<file path="src/verilog/fcx_pkg.sv">
// Shared constants and types for the trunk speed and transceiver data block.
package fcx_pkg;

  // Command and response packet type codes.
  localparam logic [7:0] FCX_CMD_CODE = 8'h32;
  localparam logic [7:0] FCX_RSP_CODE = 8'hB2;

  // Register byte offsets on the APB side.
  localparam logic [7:0] FCX_OFF_CTRL = 8'h00;
  localparam logic [7:0] FCX_OFF_REQ = 8'h04;
  localparam logic [7:0] FCX_OFF_LCFG = 8'h08;
  localparam logic [7:0] FCX_OFF_MCFG = 8'h0C;
  localparam logic [7:0] FCX_OFF_STAT = 8'h10;
  localparam logic [7:0] FCX_OFF_RESP = 8'h14;
  localparam logic [7:0] FCX_OFF_HDR = 8'h18;
  localparam logic [7:0] FCX_OFF_LINK = 8'h1C;
  localparam logic [7:0] FCX_OFF_LSPD = 8'h20;
  localparam int FCX_DATA_BIT = 7;

  // Control register fields.
  localparam int FCX_CTRL_GO = 0;
  localparam int FCX_CTRL_NOSUP = 1;
  localparam int FCX_CTRL_CMD_LSB = 8;
  localparam int FCX_FLAG_UPPER = 0;

  // Response and reason codes.
  localparam logic [15:0] FCX_RSP_OK = 16'h0000;
  localparam logic [15:0] FCX_RSP_FAILED = 16'h0001;
  localparam logic [15:0] FCX_RSP_UNAVAIL = 16'h0002;
  localparam logic [15:0] FCX_RSP_UNSUP = 16'h0003;
  localparam logic [15:0] FCX_RSN_NONE = 16'h0000;
  localparam logic [15:0] FCX_RSN_RANGE = 16'h0002;
  localparam logic [15:0] FCX_RSN_UNSUP_CMD = 16'h0003;
  localparam logic [15:0] FCX_RSN_NOT_AVAIL = 16'h0005;
  localparam logic [15:0] FCX_RSN_TIMEOUT = 16'h0006;

  // Trunk percentage and link speed codes.
  localparam logic [3:0] FCX_PCT_0 = 4'h0;
  localparam logic [3:0] FCX_PCT_50 = 4'h2;
  localparam logic [3:0] FCX_PCT_100 = 4'h4;
  localparam logic [3:0] FCX_SPD_NONE = 4'h0;
  localparam logic [3:0] FCX_SPD_MAX = 4'h8;
  localparam logic [3:0] FCX_MAX_PORTS = 4'h4;

  // Module block geometry.
  localparam int FCX_BLK_BYTES = 128;
  localparam logic [7:0] FCX_UPPER_BASE = 8'h80;
  localparam logic [7:0] FCX_STATIC_PAGE = 8'h00;
  localparam logic [7:0] FCX_STATIC_BANK = 8'h00;

  // Time the module gets to deliver one whole block.
  localparam int FCX_CLK_PERIOD_NS = 50;
  localparam int FCX_XRD_TIMEOUT_NS = 10000000;
  localparam int FCX_XRD_TIMEOUT_CYC = FCX_XRD_TIMEOUT_NS / FCX_CLK_PERIOD_NS;

  typedef struct packed {
    logic [7:0] bank;
    logic [7:0] page;
    logic [7:0] rsvd;
    logic [7:0] flags;
  } fcx_req_t;

  typedef struct packed {
    logic [7:0] max_bank;
    logic [7:0] max_page;
    logic [7:0] bank;
    logic [7:0] page;
  } fcx_hdr_t;

  typedef struct packed {
    logic [15:0] code;
    logic [15:0] reason;
  } fcx_resp_t;

  typedef struct packed {
    logic [7:0] num_ports;
    logic [7:0] trunk_status;
    logic [7:0] link_status;
    logic [7:0] trunk_speeds;
  } fcx_link_t;

  typedef struct packed {
    logic [19:0] rsvd;
    logic [3:0] speed;
    logic [3:0] channels;
    logic [3:0] ports;
  } fcx_lcfg_t;

  typedef struct packed {
    logic [15:0] rsvd;
    logic [7:0] max_page;
    logic [7:0] max_bank;
  } fcx_mcfg_t;

  typedef struct packed {
    logic [7:0] bank;
    logic [7:0] page;
    logic [7:0] offset;
  } fcx_mrd_t;

endpackage

</file>
<file path="src/verilog/fcx_link_calc.sv">
// Link status, trunk percentage and configured speed computation.
module fcx_link_calc import fcx_pkg::*; (
  input wire fcx_lcfg_t cfg, // Port, channel and per-port speed setup
  input wire logic [3:0] link_up, // Per-port link state, high is up
  output fcx_link_t link, // Link status response word
  output logic [3:0] speed // Reported channel link speed code
);

  function automatic logic [3:0] pct_pair(input logic [1:0] up);
    case (up)
      2'b11: pct_pair = FCX_PCT_100;
      2'b01, 2'b10: pct_pair = FCX_PCT_50;
      default: pct_pair = FCX_PCT_0;
    endcase
  endfunction

  // A trunk of n links runs n times one port, one code step per doubling.
  function automatic logic [3:0] spd_up(input logic [3:0] s,
                                        input logic [3:0] steps);
    logic [4:0] sum;
    sum = {1'b0, s} + {1'b0, steps};
    if (s == FCX_SPD_NONE)
      spd_up = FCX_SPD_NONE;
    else if (sum > {1'b0, FCX_SPD_MAX})
      spd_up = FCX_SPD_MAX;
    else
      spd_up = sum[3:0];
  endfunction

  logic [3:0] mask;
  logic [3:0] up;

  always_comb begin
    case (cfg.ports)
      4'h1: mask = 4'h1;
      4'h2: mask = 4'h3;
      4'h3: mask = 4'h7;
      4'h4: mask = 4'hF;
      default: mask = 4'h0;
    endcase
    up = link_up & mask;
    link = '0;
    link.num_ports = {4'h0, cfg.ports};
    link.link_status = {4'h0, up};
    speed = cfg.speed;
    if (cfg.ports == cfg.channels) begin
      link.trunk_status = '0;
    end else if (cfg.ports == {cfg.channels[2:0], 1'b0}) begin
      link.trunk_status = {4'h0, mask};
      link.trunk_speeds[3:0] = pct_pair(up[1:0]);
      if (cfg.ports == FCX_MAX_PORTS)
        link.trunk_speeds[7:4] = pct_pair(up[3:2]);
      speed = spd_up(cfg.speed, 4'h1);
    end else if (cfg.ports == {cfg.channels[1:0], 2'b00}) begin
      link.trunk_status = {4'h0, mask};
      // A plain sum of one-bit flags would wrap at one bit, so count them.
      link.trunk_speeds[3:0] = 4'($countones(up));
      speed = spd_up(cfg.speed, 4'h2);
    end
  end

endmodule

</file>
<file path="src/verilog/fcx_xrd.sv">
// Reads one 128-byte block from the transceiver module, with a time limit.
module fcx_xrd import fcx_pkg::*; #(
  parameter int TIMEOUT_CYC = FCX_XRD_TIMEOUT_CYC
) (
  input wire logic clk, // System clock
  input wire logic rstn, // Synchronous reset, active low
  input wire logic start, // One-cycle pulse starting a block read
  input wire fcx_mrd_t base, // Bank, page and first offset
  output logic mod_rd_req, // Byte request to the module, held until ack
  output fcx_mrd_t mod_rd_addr, // Address of the requested byte
  input wire logic mod_rd_ack, // Module returns the byte this cycle
  input wire logic [7:0] mod_rd_data, // Returned byte
  output logic wr_en, // Pulse: buffer byte write
  output logic [6:0] wr_idx, // Buffer byte index
  output logic [7:0] wr_data, // Buffer byte value
  output logic done, // Pulse: whole block delivered
  output logic timeout // Pulse: module missed the time limit
);

  typedef enum logic {X_IDLE, X_REQ} fcx_xst_t;

  typedef struct packed {
    fcx_xst_t st;
    fcx_mrd_t addr;
    logic [6:0] idx;
    logic [31:0] timer;
    logic wr_en;
    logic [6:0] wr_idx;
    logic [7:0] wr_data;
    logic done;
    logic timeout;
  } fcx_xrd_state_t;

  fcx_xrd_state_t s, next_s;

  always_comb begin
    next_s = s;
    next_s.wr_en = 1'b0;
    next_s.done = 1'b0;
    next_s.timeout = 1'b0;
    case (s.st)
      X_IDLE: begin
        if (start) begin
          next_s.st = X_REQ;
          next_s.addr = base;
          next_s.idx = '0;
          next_s.timer = '0;
        end
      end
      X_REQ: begin
        next_s.timer = s.timer + 32'h1;
        if (mod_rd_ack) begin
          next_s.wr_en = 1'b1;
          next_s.wr_idx = s.idx;
          next_s.wr_data = mod_rd_data;
          next_s.idx = s.idx + 7'h1;
          next_s.addr.offset = s.addr.offset + 8'h1;
          if (s.idx == 7'h7F) begin
            next_s.st = X_IDLE;
            next_s.done = 1'b1;
          end
        end else if (s.timer >= 32'(TIMEOUT_CYC - 1)) begin
          next_s.st = X_IDLE;
          next_s.timeout = 1'b1;
        end
      end
      default: next_s.st = X_IDLE;
    endcase
  end

  always_ff @(posedge clk) begin
    if (!rstn)
      s <= '0;
    else
      s <= next_s;
  end

  assign mod_rd_req = (s.st == X_REQ);
  assign mod_rd_addr = s.addr;
  assign wr_en = s.wr_en;
  assign wr_idx = s.wr_idx;
  assign wr_data = s.wr_data;
  assign done = s.done;
  assign timeout = s.timeout;

endmodule

</file>
<file path="src/verilog/fcx_top.sv">
// Trunk speed reporting and transceiver data command engine with APB access.
//
// Operation
// - Trunk one percentage in bits 3:0, codes 0 to 4 in 25% steps.
// - Trunk two percentage in bits 7:4, codes for 0, 50, 100% only.
// - Ports equal to channels means no trunking; report own port speed.
// - Two or four port trunks report the summed member link speed.
// - Failed members leave speed unchanged; flags and percentages show it.
// - Speed code 0 means none, 1 to 8 cover 2G to 256G.
// - A data request returns one 128-byte block from the module.
// - A single-bank module only ever returns data tagged bank 0.
// - Upper half of page 0 may be read once and served from cache.
// - Backplane and copper jack builds reject the command as unsupported.
// - Flags bit 0 picks lower or upper half; bits 7:1 are reserved.
// - Without error, command 0x32 is answered with response 0xB2.
// - No module installed gives command unavailable, info not available.
// - Missing bank or page gives command failed, parameter out of range.
// - Module resetting gives command failed, information not available.
// - Module too slow gives command failed with a timeout reason.
// - Response carries max bank, max page, bank, page, then the data.
// - Max bank is the highest module bank, zero without banks.
// - Max page is the highest page in the current bank.
// - Bank and page bytes echo the requested values.
// - Link status bits 0 to 3 show each port's link, set is up.
//
// The placing of the registers and the APB slave port were chosen for this implementation.
module fcx_top import fcx_pkg::*; #(
  parameter int TIMEOUT_CYC = FCX_XRD_TIMEOUT_CYC
) (
  input wire logic clk, // System clock, 20 MHz
  input wire logic rstn, // Synchronous reset, active low
  input wire logic [7:0] paddr, // APB byte address
  input wire logic psel, // APB select
  input wire logic penable, // APB access phase
  input wire logic pwrite, // APB direction, high is write
  input wire logic [31:0] pwdata, // APB write data
  output logic [31:0] prdata, // APB read data
  output logic pready, // APB transfer complete
  output logic pslverr, // APB error for unmapped register address or data write
  input wire logic [3:0] port_link_up, // Physical port link states
  input wire logic mod_present, // Transceiver module is installed
  input wire logic mod_ready, // Module finished reset and power up
  output logic mod_rd_req, // Byte read request to the module
  output fcx_mrd_t mod_rd_addr, // Bank, page and byte offset
  input wire logic mod_rd_ack, // Module delivers the requested byte
  input wire logic [7:0] mod_rd_data // Byte from the module
);

  typedef enum logic {M_IDLE, M_READ} fcx_mst_t;

  typedef struct packed {
    fcx_mst_t st;
    logic nosup;
    fcx_lcfg_t lcfg;
    fcx_mcfg_t mcfg;
    fcx_req_t req;
    fcx_resp_t resp;
    fcx_hdr_t hdr;
    logic [7:0] rsp_type;
    logic done;
    logic to_cache;
    logic use_cache;
    logic cache_valid;
    logic present_q;
    logic ack;
    logic [31:0] rdata;
    logic err;
  } fcx_top_state_t;

  fcx_top_state_t s, next_s;

  logic [7:0] blk_mem [FCX_BLK_BYTES];
  logic [7:0] cache_mem [FCX_BLK_BYTES];

  fcx_link_t link;
  logic [3:0] link_speed;
  logic start;
  fcx_mrd_t rd_base;
  logic wr_en;
  logic [6:0] wr_idx;
  logic [7:0] wr_data;
  logic rd_done;
  logic rd_timeout;

  fcx_link_calc u_link (
    .cfg(s.lcfg),
    .link_up(port_link_up),
    .link(link),
    .speed(link_speed)
  );

  fcx_xrd #(.TIMEOUT_CYC(TIMEOUT_CYC)) u_xrd (
    .clk(clk),
    .rstn(rstn),
    .start(start),
    .base(rd_base),
    .mod_rd_req(mod_rd_req),
    .mod_rd_addr(mod_rd_addr),
    .mod_rd_ack(mod_rd_ack),
    .mod_rd_data(mod_rd_data),
    .wr_en(wr_en),
    .wr_idx(wr_idx),
    .wr_data(wr_data),
    .done(rd_done),
    .timeout(rd_timeout)
  );

  // Data byte 0 sits in the top byte of the word, as in the packet.
  function automatic logic [31:0] pack_word(input logic [7:0] b0,
                                            input logic [7:0] b1,
                                            input logic [7:0] b2,
                                            input logic [7:0] b3);
    pack_word = {b0, b1, b2, b3};
  endfunction

  function automatic logic is_static(input fcx_req_t r);
    is_static = (r.bank == FCX_STATIC_BANK) && (r.page == FCX_STATIC_PAGE)
      && r.flags[FCX_FLAG_UPPER];
  endfunction

  function automatic fcx_resp_t mk_resp(input logic [15:0] code,
                                        input logic [15:0] reason);
    mk_resp.code = code;
    mk_resp.reason = reason;
  endfunction

  logic acc_rd;
  logic acc_wr;
  logic go;
  logic [4:0] widx;
  logic [31:0] word_blk;
  logic [31:0] word_cache;
  logic [31:0] dec_data;
  logic dec_err;
  fcx_req_t wreq;

  assign widx = paddr[6:2];
  assign word_blk = pack_word(blk_mem[{widx, 2'h0}], blk_mem[{widx, 2'h1}],
    blk_mem[{widx, 2'h2}], blk_mem[{widx, 2'h3}]);
  assign word_cache = pack_word(cache_mem[{widx, 2'h0}],
    cache_mem[{widx, 2'h1}], cache_mem[{widx, 2'h2}],
    cache_mem[{widx, 2'h3}]);

  // Read decode, sampled into a flop on the edge at which pready rises.
  always_comb begin
    dec_data = '0;
    dec_err = 1'b0;
    if (paddr[FCX_DATA_BIT]) begin
      dec_data = s.use_cache ? word_cache : word_blk;
    end else begin
      case (paddr)
        FCX_OFF_CTRL: dec_data = {30'h0, s.nosup, 1'b0};
        FCX_OFF_REQ: dec_data = s.req;
        FCX_OFF_LCFG: dec_data = s.lcfg;
        FCX_OFF_MCFG: dec_data = s.mcfg;
        FCX_OFF_STAT: dec_data = {s.rsp_type, 19'h0, mod_ready, mod_present,
          s.cache_valid, s.done, s.st == M_READ};
        FCX_OFF_RESP: dec_data = s.resp;
        FCX_OFF_HDR: dec_data = s.hdr;
        FCX_OFF_LINK: dec_data = link;
        FCX_OFF_LSPD: dec_data = {28'h0, link_speed};
        default: dec_err = 1'b1;
      endcase
    end
  end

  assign acc_rd = psel && penable && !pwrite && !s.ack;
  assign acc_wr = psel && penable && pwrite && s.ack;
  assign wreq = pwdata;
  assign go = acc_wr && (paddr == FCX_OFF_CTRL) && pwdata[FCX_CTRL_GO]
    && (pwdata[FCX_CTRL_CMD_LSB +: 8] == FCX_CMD_CODE)
    && (s.st == M_IDLE);
  assign rd_base = '{bank: s.req.bank, page: s.req.page,
    offset: s.req.flags[FCX_FLAG_UPPER] ? FCX_UPPER_BASE : 8'h00};

  always_comb begin
    next_s = s;
    start = 1'b0;
    next_s.present_q = mod_present;
    next_s.ack = psel && penable && !s.ack;
    if (acc_rd) begin
      next_s.rdata = dec_data;
      next_s.err = dec_err;
    end else if (psel && penable && pwrite && !s.ack) begin
      next_s.rdata = '0;
      next_s.err = dec_err || paddr[FCX_DATA_BIT];
    end

    // Register writes land on the edge at which pready is high.
    if (acc_wr && s.st == M_IDLE) begin
      case (paddr)
        FCX_OFF_CTRL: next_s.nosup = pwdata[FCX_CTRL_NOSUP];
        FCX_OFF_REQ: next_s.req = wreq;
        FCX_OFF_LCFG: next_s.lcfg = pwdata;
        FCX_OFF_MCFG: next_s.mcfg = pwdata;
        default: ;
      endcase
    end

    // The cached static page goes stale once the module leaves or resets.
    if (!mod_present || !mod_ready || (mod_present && !s.present_q))
      next_s.cache_valid = 1'b0;

    case (s.st)
      M_IDLE: begin
        if (go) begin
          next_s.done = 1'b0;
          next_s.use_cache = 1'b0;
          next_s.rsp_type = FCX_RSP_CODE;
          next_s.hdr.max_bank = s.mcfg.max_bank;
          next_s.hdr.max_page = s.mcfg.max_page;
          next_s.hdr.bank = s.req.bank;
          next_s.hdr.page = s.req.page;
          next_s.to_cache = is_static(s.req);
          if (s.nosup) begin
            next_s.resp = mk_resp(FCX_RSP_UNSUP, FCX_RSN_UNSUP_CMD);
            next_s.done = 1'b1;
          end else if (!mod_present) begin
            next_s.resp = mk_resp(FCX_RSP_UNAVAIL,
              FCX_RSN_NOT_AVAIL);
            next_s.done = 1'b1;
          end else if (!mod_ready) begin
            next_s.resp = mk_resp(FCX_RSP_FAILED,
              FCX_RSN_NOT_AVAIL);
            next_s.done = 1'b1;
          end else if (s.req.bank > s.mcfg.max_bank
              || s.req.page > s.mcfg.max_page) begin
            // A single-bank module has max bank 0, so any other bank fails.
            next_s.resp = mk_resp(FCX_RSP_FAILED,
              FCX_RSN_RANGE);
            next_s.done = 1'b1;
          end else if (is_static(s.req) && s.cache_valid) begin
            next_s.resp = mk_resp(FCX_RSP_OK, FCX_RSN_NONE);
            next_s.use_cache = 1'b1;
            next_s.done = 1'b1;
          end else begin
            start = 1'b1;
            next_s.st = M_READ;
          end
        end
      end
      M_READ: begin
        if (rd_done) begin
          next_s.resp = mk_resp(FCX_RSP_OK, FCX_RSN_NONE);
          next_s.done = 1'b1;
          next_s.st = M_IDLE;
          if (s.to_cache && mod_present && mod_ready)
            next_s.cache_valid = 1'b1;
        end else if (rd_timeout) begin
          next_s.resp = mk_resp(FCX_RSP_FAILED, FCX_RSN_TIMEOUT);
          next_s.done = 1'b1;
          next_s.st = M_IDLE;
        end else if (!mod_present || !mod_ready) begin
          // A pull or reset mid-read waits out the time limit in the reader.
          next_s.to_cache = 1'b0;
        end
      end
      default: next_s.st = M_IDLE;
    endcase
  end

  always_ff @(posedge clk) begin
    if (!rstn)
      s <= '0;
    else
      s <= next_s;
  end

  // The block buffer and the static cache fill byte by byte from the reader.
  always_ff @(posedge clk) begin
    if (wr_en) begin
      blk_mem[wr_idx] <= wr_data;
      if (s.to_cache)
        cache_mem[wr_idx] <= wr_data;
    end
  end

  assign prdata = s.rdata;
  assign pready = s.ack;
  assign pslverr = s.ack && s.err;

endmodule

</file>
<file path="config.mk">
export PLATFORM = sky130hd
export DESIGN_NAME = fcx_top
export DESIGN_NICKNAME = d
export VERILOG_FILES = /design/src/verilog/fcx_pkg.sv /design/src/verilog/fcx_link_calc.sv /design/src/verilog/fcx_xrd.sv /design/src/verilog/fcx_top.sv
export SDC_FILE = /design/constraint.sdc
export NUM_CORES = 2
export LEC_CHECK = 0
export BUFFER_PORTS_ARGS = -buffer_cell sky130_fd_sc_hd__buf_2
export CORE_UTILIZATION = 30
export CTS_BUF_LIST = sky130_fd_sc_hd__clkbuf_8
export DETAILED_ROUTE_END_ITERATION = 6
export MAX_ROUTING_LAYER = met4
export PLACE_DENSITY = 0.55
export SYNTH_ARGS = -nofsm -noshare
export SYNTH_HDL_FRONTEND = slang
export SYNTH_SLANG_ARGS = --single-unit
</file>
<file path="constraint.sdc">
create_clock -name clk -period 3.95 [get_ports clk]
set_input_delay 1.185 -clock clk [delete_from_list [all_inputs] [get_ports clk]]
set_output_delay 1.185 -clock clk [all_outputs]
set_load 0.03 [all_outputs]
</file>
# [Word-level counts from Yosys, hierarchy flattened]
# Memories as Yosys holds them, arrays and structs flattened.
# Index checks and enable logic that the tools add are counted.
[totals] regBits=284 ram_bits=2048 in_bits=60 wordCells=218 mem_count=2
[classes] add_sub_neg=8 order_cmp=5 eq_ne=31 n_mux=79 bitwise=4 n_reduce_logical=50
[memory_table] memory="blk_mem" depth=128 width=8 rd=4 rd_clocked_by_memory_dff=0 wr=1 line="fcx_top.sv:72" text="logic [7:0] blk_mem [FCX_BLK_BYTES];"
[memory_table] memory="cache_mem" depth=128 width=8 rd=4 rd_clocked_by_memory_dff=0 wr=1 line="fcx_top.sv:73" text="logic [7:0] cache_mem [FCX_BLK_BYTES];"
[op_table] operator="32-bit two-way mux" count=9
[op_table] operator="32-bit one-hot mux with 9 select lines" count=1
[op_table] operator="47-bit one-hot mux with 2 select lines" count=1
[op_table] operator="75-bit two-way mux" count=1
[op_table] operator="33-bit two-way mux" count=2
[op_table] operator="64-bit two-way mux" count=1
[op_table] operator="32-bit one-hot mux with 2 select lines" count=1
[op_table] operator="4-bit two-way mux" count=12
[op_table] operator="1-bit two-way mux" count=39
[op_table] operator="32-bit by 1-bit adder with 32-bit output (second input constant)" count=1
[op_table] operator="8-bit by 5-bit == test with 1-bit output (second input constant)" count=4
[op_table] operator="32-bit by 18-bit greater-or-equal comparator with 1-bit output (second input constant)" count=1
[op_table] operator="8-bit two-way mux" count=4
[op_table] operator="8-bit zero test" count=3
[op_table] operator="2-bit AND reduction" count=10
[op_table] operator="1-bit logical AND" count=19
[op_table] operator="17-bit two-way mux" count=1
[op_table] operator="8-bit by 4-bit == test with 1-bit output (second input constant)" count=2
[op_table] operator="8-bit by 6-bit == test with 1-bit output (second input constant)" count=2
[op_table] operator="8-bit greater-than comparator" count=2
[op_table] operator="4-bit one-hot mux with 4 select lines" count=1
[op_table] operator="15-bit two-way mux" count=1
[op_table] operator="4-bit == test" count=3
[op_table] operator="3-bit one-hot mux with 2 select lines" count=2
[op_table] operator="31 further kinds" count=54

# [Depth between registers and ports, before layout]
[logic_depth] depth_word=13 depth_mapped=14 depth_no_buf=13

# [Cells and area by module]
# From an unflattened synthesis, not the netlist that was laid out.
[unflattened] cells_unflattened=5537 area_unflattened_um2=92867.8
[by_module_without_submodules] mod="fcx_top" n_inst=1 cells_each=4938 area_each_um2=88070.7 seq_area_each_um2=65002.3
[by_module_without_submodules] mod="fcx_xrd" n_inst=1 cells_each=489 area_each_um2=3985.1 seq_area_each_um2=1641.6
[by_module_without_submodules] mod="fcx_link_calc" n_inst=1 cells_each=110 area_each_um2=812.0 seq_area_each_um2=0.0

# [Least setup slack after synthesis]
# Ideal clock, no wire load.
[synth_path] path_kind="reg2reg" from="register u_xrd.s, in the netlist u_xrd.wr_data[0]" to="memory blk_mem[0][0], data pin" t_arrival_ns=3.397 slack_ns=-0.303 path_stages_with_launch=1 synth_period_minus_slack_ns=4.253 cell_sequence="dfxtp_1"
[synth_lines] element="from (decl)" line="fcx_xrd.sv:34" text="fcx_xrd_state_t s, next_s;"
[synth_lines] element="from (signal assigned)" line="fcx_xrd.sv:75" text="s <= next_s;"
[synth_lines] element="to (decl)" line="fcx_top.sv:72"
# No word-level cell before the write port.

# [Final worst setup path]
[layout_path] from="register u_xrd.s, in the netlist u_xrd.wr_idx[5]" to="memory cache_mem[42][7] (enable)"
[layout_lines] element="to (decl)" line="fcx_top.sv:73"
# No word-level cell before the write port.

==> metrics <==
status finished, final reports clean; critical path type reg -> reg; Setup violations, final 0; fin util 0.3497; Initial Util 0.3015; WL per Instance 25.66 µm; fraction of registers with async set/reset 0; largest family of logic cells by synthesized area multiplexers; core area 302800 µm²; Comb pwr share 0.026; RSZ-0062 raised after global routing false; DR iter-0 viols 5078; RR Startpoint u_xrd.wr_idx[5]; die area 306500 µm²; final worst path period need 3.335 ns; Psw 10.29 mW; reg-to-reg critical path endpoint cache_mem[42][7]; Distinct cells, synth 73; leading cell type in the layout, fill and taps excluded edfxtp_1; Synthesis Warnings 0; critical path capture point type register; Worst R2R Path Depth 4; Post-Synth XOR/XNOR Area 0.001727; Post-DP HPWL 162000 µm; fmax 299.9 MHz; global-route wire length before repair 365500 µm; R2R Setup Slk 0.62 ns; worst setup path endpoint cache_mem[42][7]; worst hold slack 0.4370 ns; commonest non-fill, non-tap cells in the layout edfxtp_1, mux4_2, nand2_1; drt pass-1 iters 6; Routed WL 252300 µm; maximum VDD drop 0.2311 mV; gr ovfl total 0; hold buffers post-CTS 0; hold depth 2; Lkg Pwr 28.65 nW; Syn Nets 5105; post-synthesis mux area share 0.1587; Clk Latency, worst-skew pair 1.00 ns; cell area after synthesis 91280 µm²; Sw Ratio 0.2213; Max Cap Violations 0; Die Span X 553.6 µm; type of origin of the critical path register; Most used DFF post-synth edfxtp_1; Critical Path AT 3.95 ns; clock buffer count from CTS 376; Port Buf Inserts 118; Mapped Cells 5016; post-cts resize count 0; Hold Path Class reg -> reg; max-slew violations 0; fin nets 5651; routability cong. 0.8953; skew final 0.08289 ns; largest net degree at the start of global routing 144; sequential cell area fraction in the yosys report 0.7301; EDFF count, synth 2048; # DRC 0; Avg Vias per Cell 5.069; layout cells sized above 1 0.2821; Yosys reg bits 2305; clock share of power 0.411; vias after detailed routing 49850; root buffer cell clkbuf_8; # IOs 119; number of H-tree levels 5; Final Power 46.50 mW; CTS tree built; Worst Path Required 4.56 ns; fraction of the mapped netlist area in compound gates 0.03486; Flop pwr share 0.562; Post-Synth Simple-Gate Area 0.05044; Final Hold Violating Endpoints 0; headroom to the max-slew limit 0.2039; die height 553.6 µm; internal power 36.21 mW; vias in the first global route 50850; Cell Pwr Density 439.1 nW/µm²; overall routing resource usage 0.1666; row count 202; final worst-path cycle share 0.8442; Routed Antenna Nets 0; area delta synth->final 16.01%; clk sinks 2305; initial antenna violation count 10; CP startpoint u_xrd.wr_idx[5]; worst-path fanout max 12; Post-CTS Setup Inserts 0; worst-margin pin slew 1.191 ns; Reg clk slew, reported paths 0.06 ns; Post-Syn Area per Cell 18.20 µm²; CTS Buffer Depth 4; Synth Area in Adders 0.004057
==> power by group through the flow <==
stage               Combinational (mW)  Clock, mW  Sequential, mW
floorplan                        0.711          0            26.7
global placement                  1.23          0            26.7
detailed placement                1.23          0            26.7
CTS                               1.24       19.6            26.1
global route                      1.28       20.6            26.1
finish                            1.22       19.1            26.2
==> sequential cells by signal, summed over array words and instances, names as in the netlist <==
name	flops
blk_mem	1024
cache_mem	1024
prdata	32
pready	1
rd_base	16
s	126
u_xrd.done	1
u_xrd.mod_rd_addr	24
u_xrd.mod_rd_req	1
u_xrd.s	39
u_xrd.timeout	1
u_xrd.wr_data	8
u_xrd.wr_en	1
u_xrd.wr_idx	7
==> per-layer routing <==
metal / track usage / wire [µm]
met3: 0.02880 / 17470
met4: 0.04559 / 6489
met5: - / 0
met1: 0.2232 / 108600
met2: 0.2612 / 119800
==> cell type report <==
class | instances | area, µm²
clock buffers | 398 | 5478
multi-input cells | 2316 | 22840
clock inverters | 270 | 1314
flip-flops and latches | 2305 | 66680
diodes | 4 | 10.01
well taps | 3978 | 4977
fillers | 28400 | 196900
inverters | 30 | 117.6
repair buffers | 533 | 4482
==> Yosys cell counts, types with 36 or more instances <==
| cell | number | area (µm²) |
|---|---|---|
| a22oi_1 | 56 | 420.4 |
| mux4_2 | 598 | 13470 |
| buf_4 | 65 | 488.0 |
| o221ai_1 | 36 | 315.3 |
| nand2_1 | 483 | 1813 |
| buf_2 | 78 | 390.4 |
| clkbuf_1 | 190 | 713.2 |
| dfxtp_1 | 257 | 5145 |
| nor2_1 | 343 | 1287 |
| edfxtp_1 | 2048 | 61500 |
| mux2i_1 | 95 | 950.9 |
| o21ai_0 | 40 | 200.2 |
| a21oi_1 | 230 | 1151 |
| nand3_1 | 65 | 325.3 |
==> worst max-delay path, cell delays in order (launching register included) <==
cell and delay (ns):
dfxtp_1 0.58, nor2b_1 0.46, nand3_2 0.77, buf_4 0.47, nor2_1 0.66
==> worst min-delay path by stage <==
stage	startpoint	end	slack, ns
floorplan	prdata[11]	prdata[11]	0.42
global placement	prdata[24]	prdata[24]	0.43
detailed placement	prdata[24]	prdata[24]	0.43
CTS	mod_rd_data[1]	u_xrd.wr_data[1]	0.37
global route	mod_rd_data[1]	u_xrd.wr_data[1]	0.40
finish	prdata[24]	prdata[24]	0.44
==> stage by stage <==
step / cells / worst slack, ns / TNS (ns) / cell area [µm²]
floorplan: 5016 / 0.3143 / 0 / 91290
global placement: 9161 / -0.9913 / -2.367 / 99090
detailed placement: 9162 / -0.2068 / -1.298 / 99100
CTS: 9830 / 0.5997 / 0 / 105900
global route: 9834 / 0.3863 / 0 / 105900
finish: 9834 / 0.6153 / 0 / 105900
==> cells by family (layout without fill, tap and decap cells) <==
| logic type | after synthesis | count (layout) |
|---|---|---|
| flops | 2305 | 2305 |
| simple gates | 1071 | 1071 |
| mux | 699 | 699 |
| compound gates | 499 | 499 |
| buf+inv | 395 | 1231 |
| fa+ha+maj | 29 | 29 |
| xor+xnor | 18 | 18 |
| other cells | 0 | 4 |
Note: power is estimated with default switching activity, not from simulation.
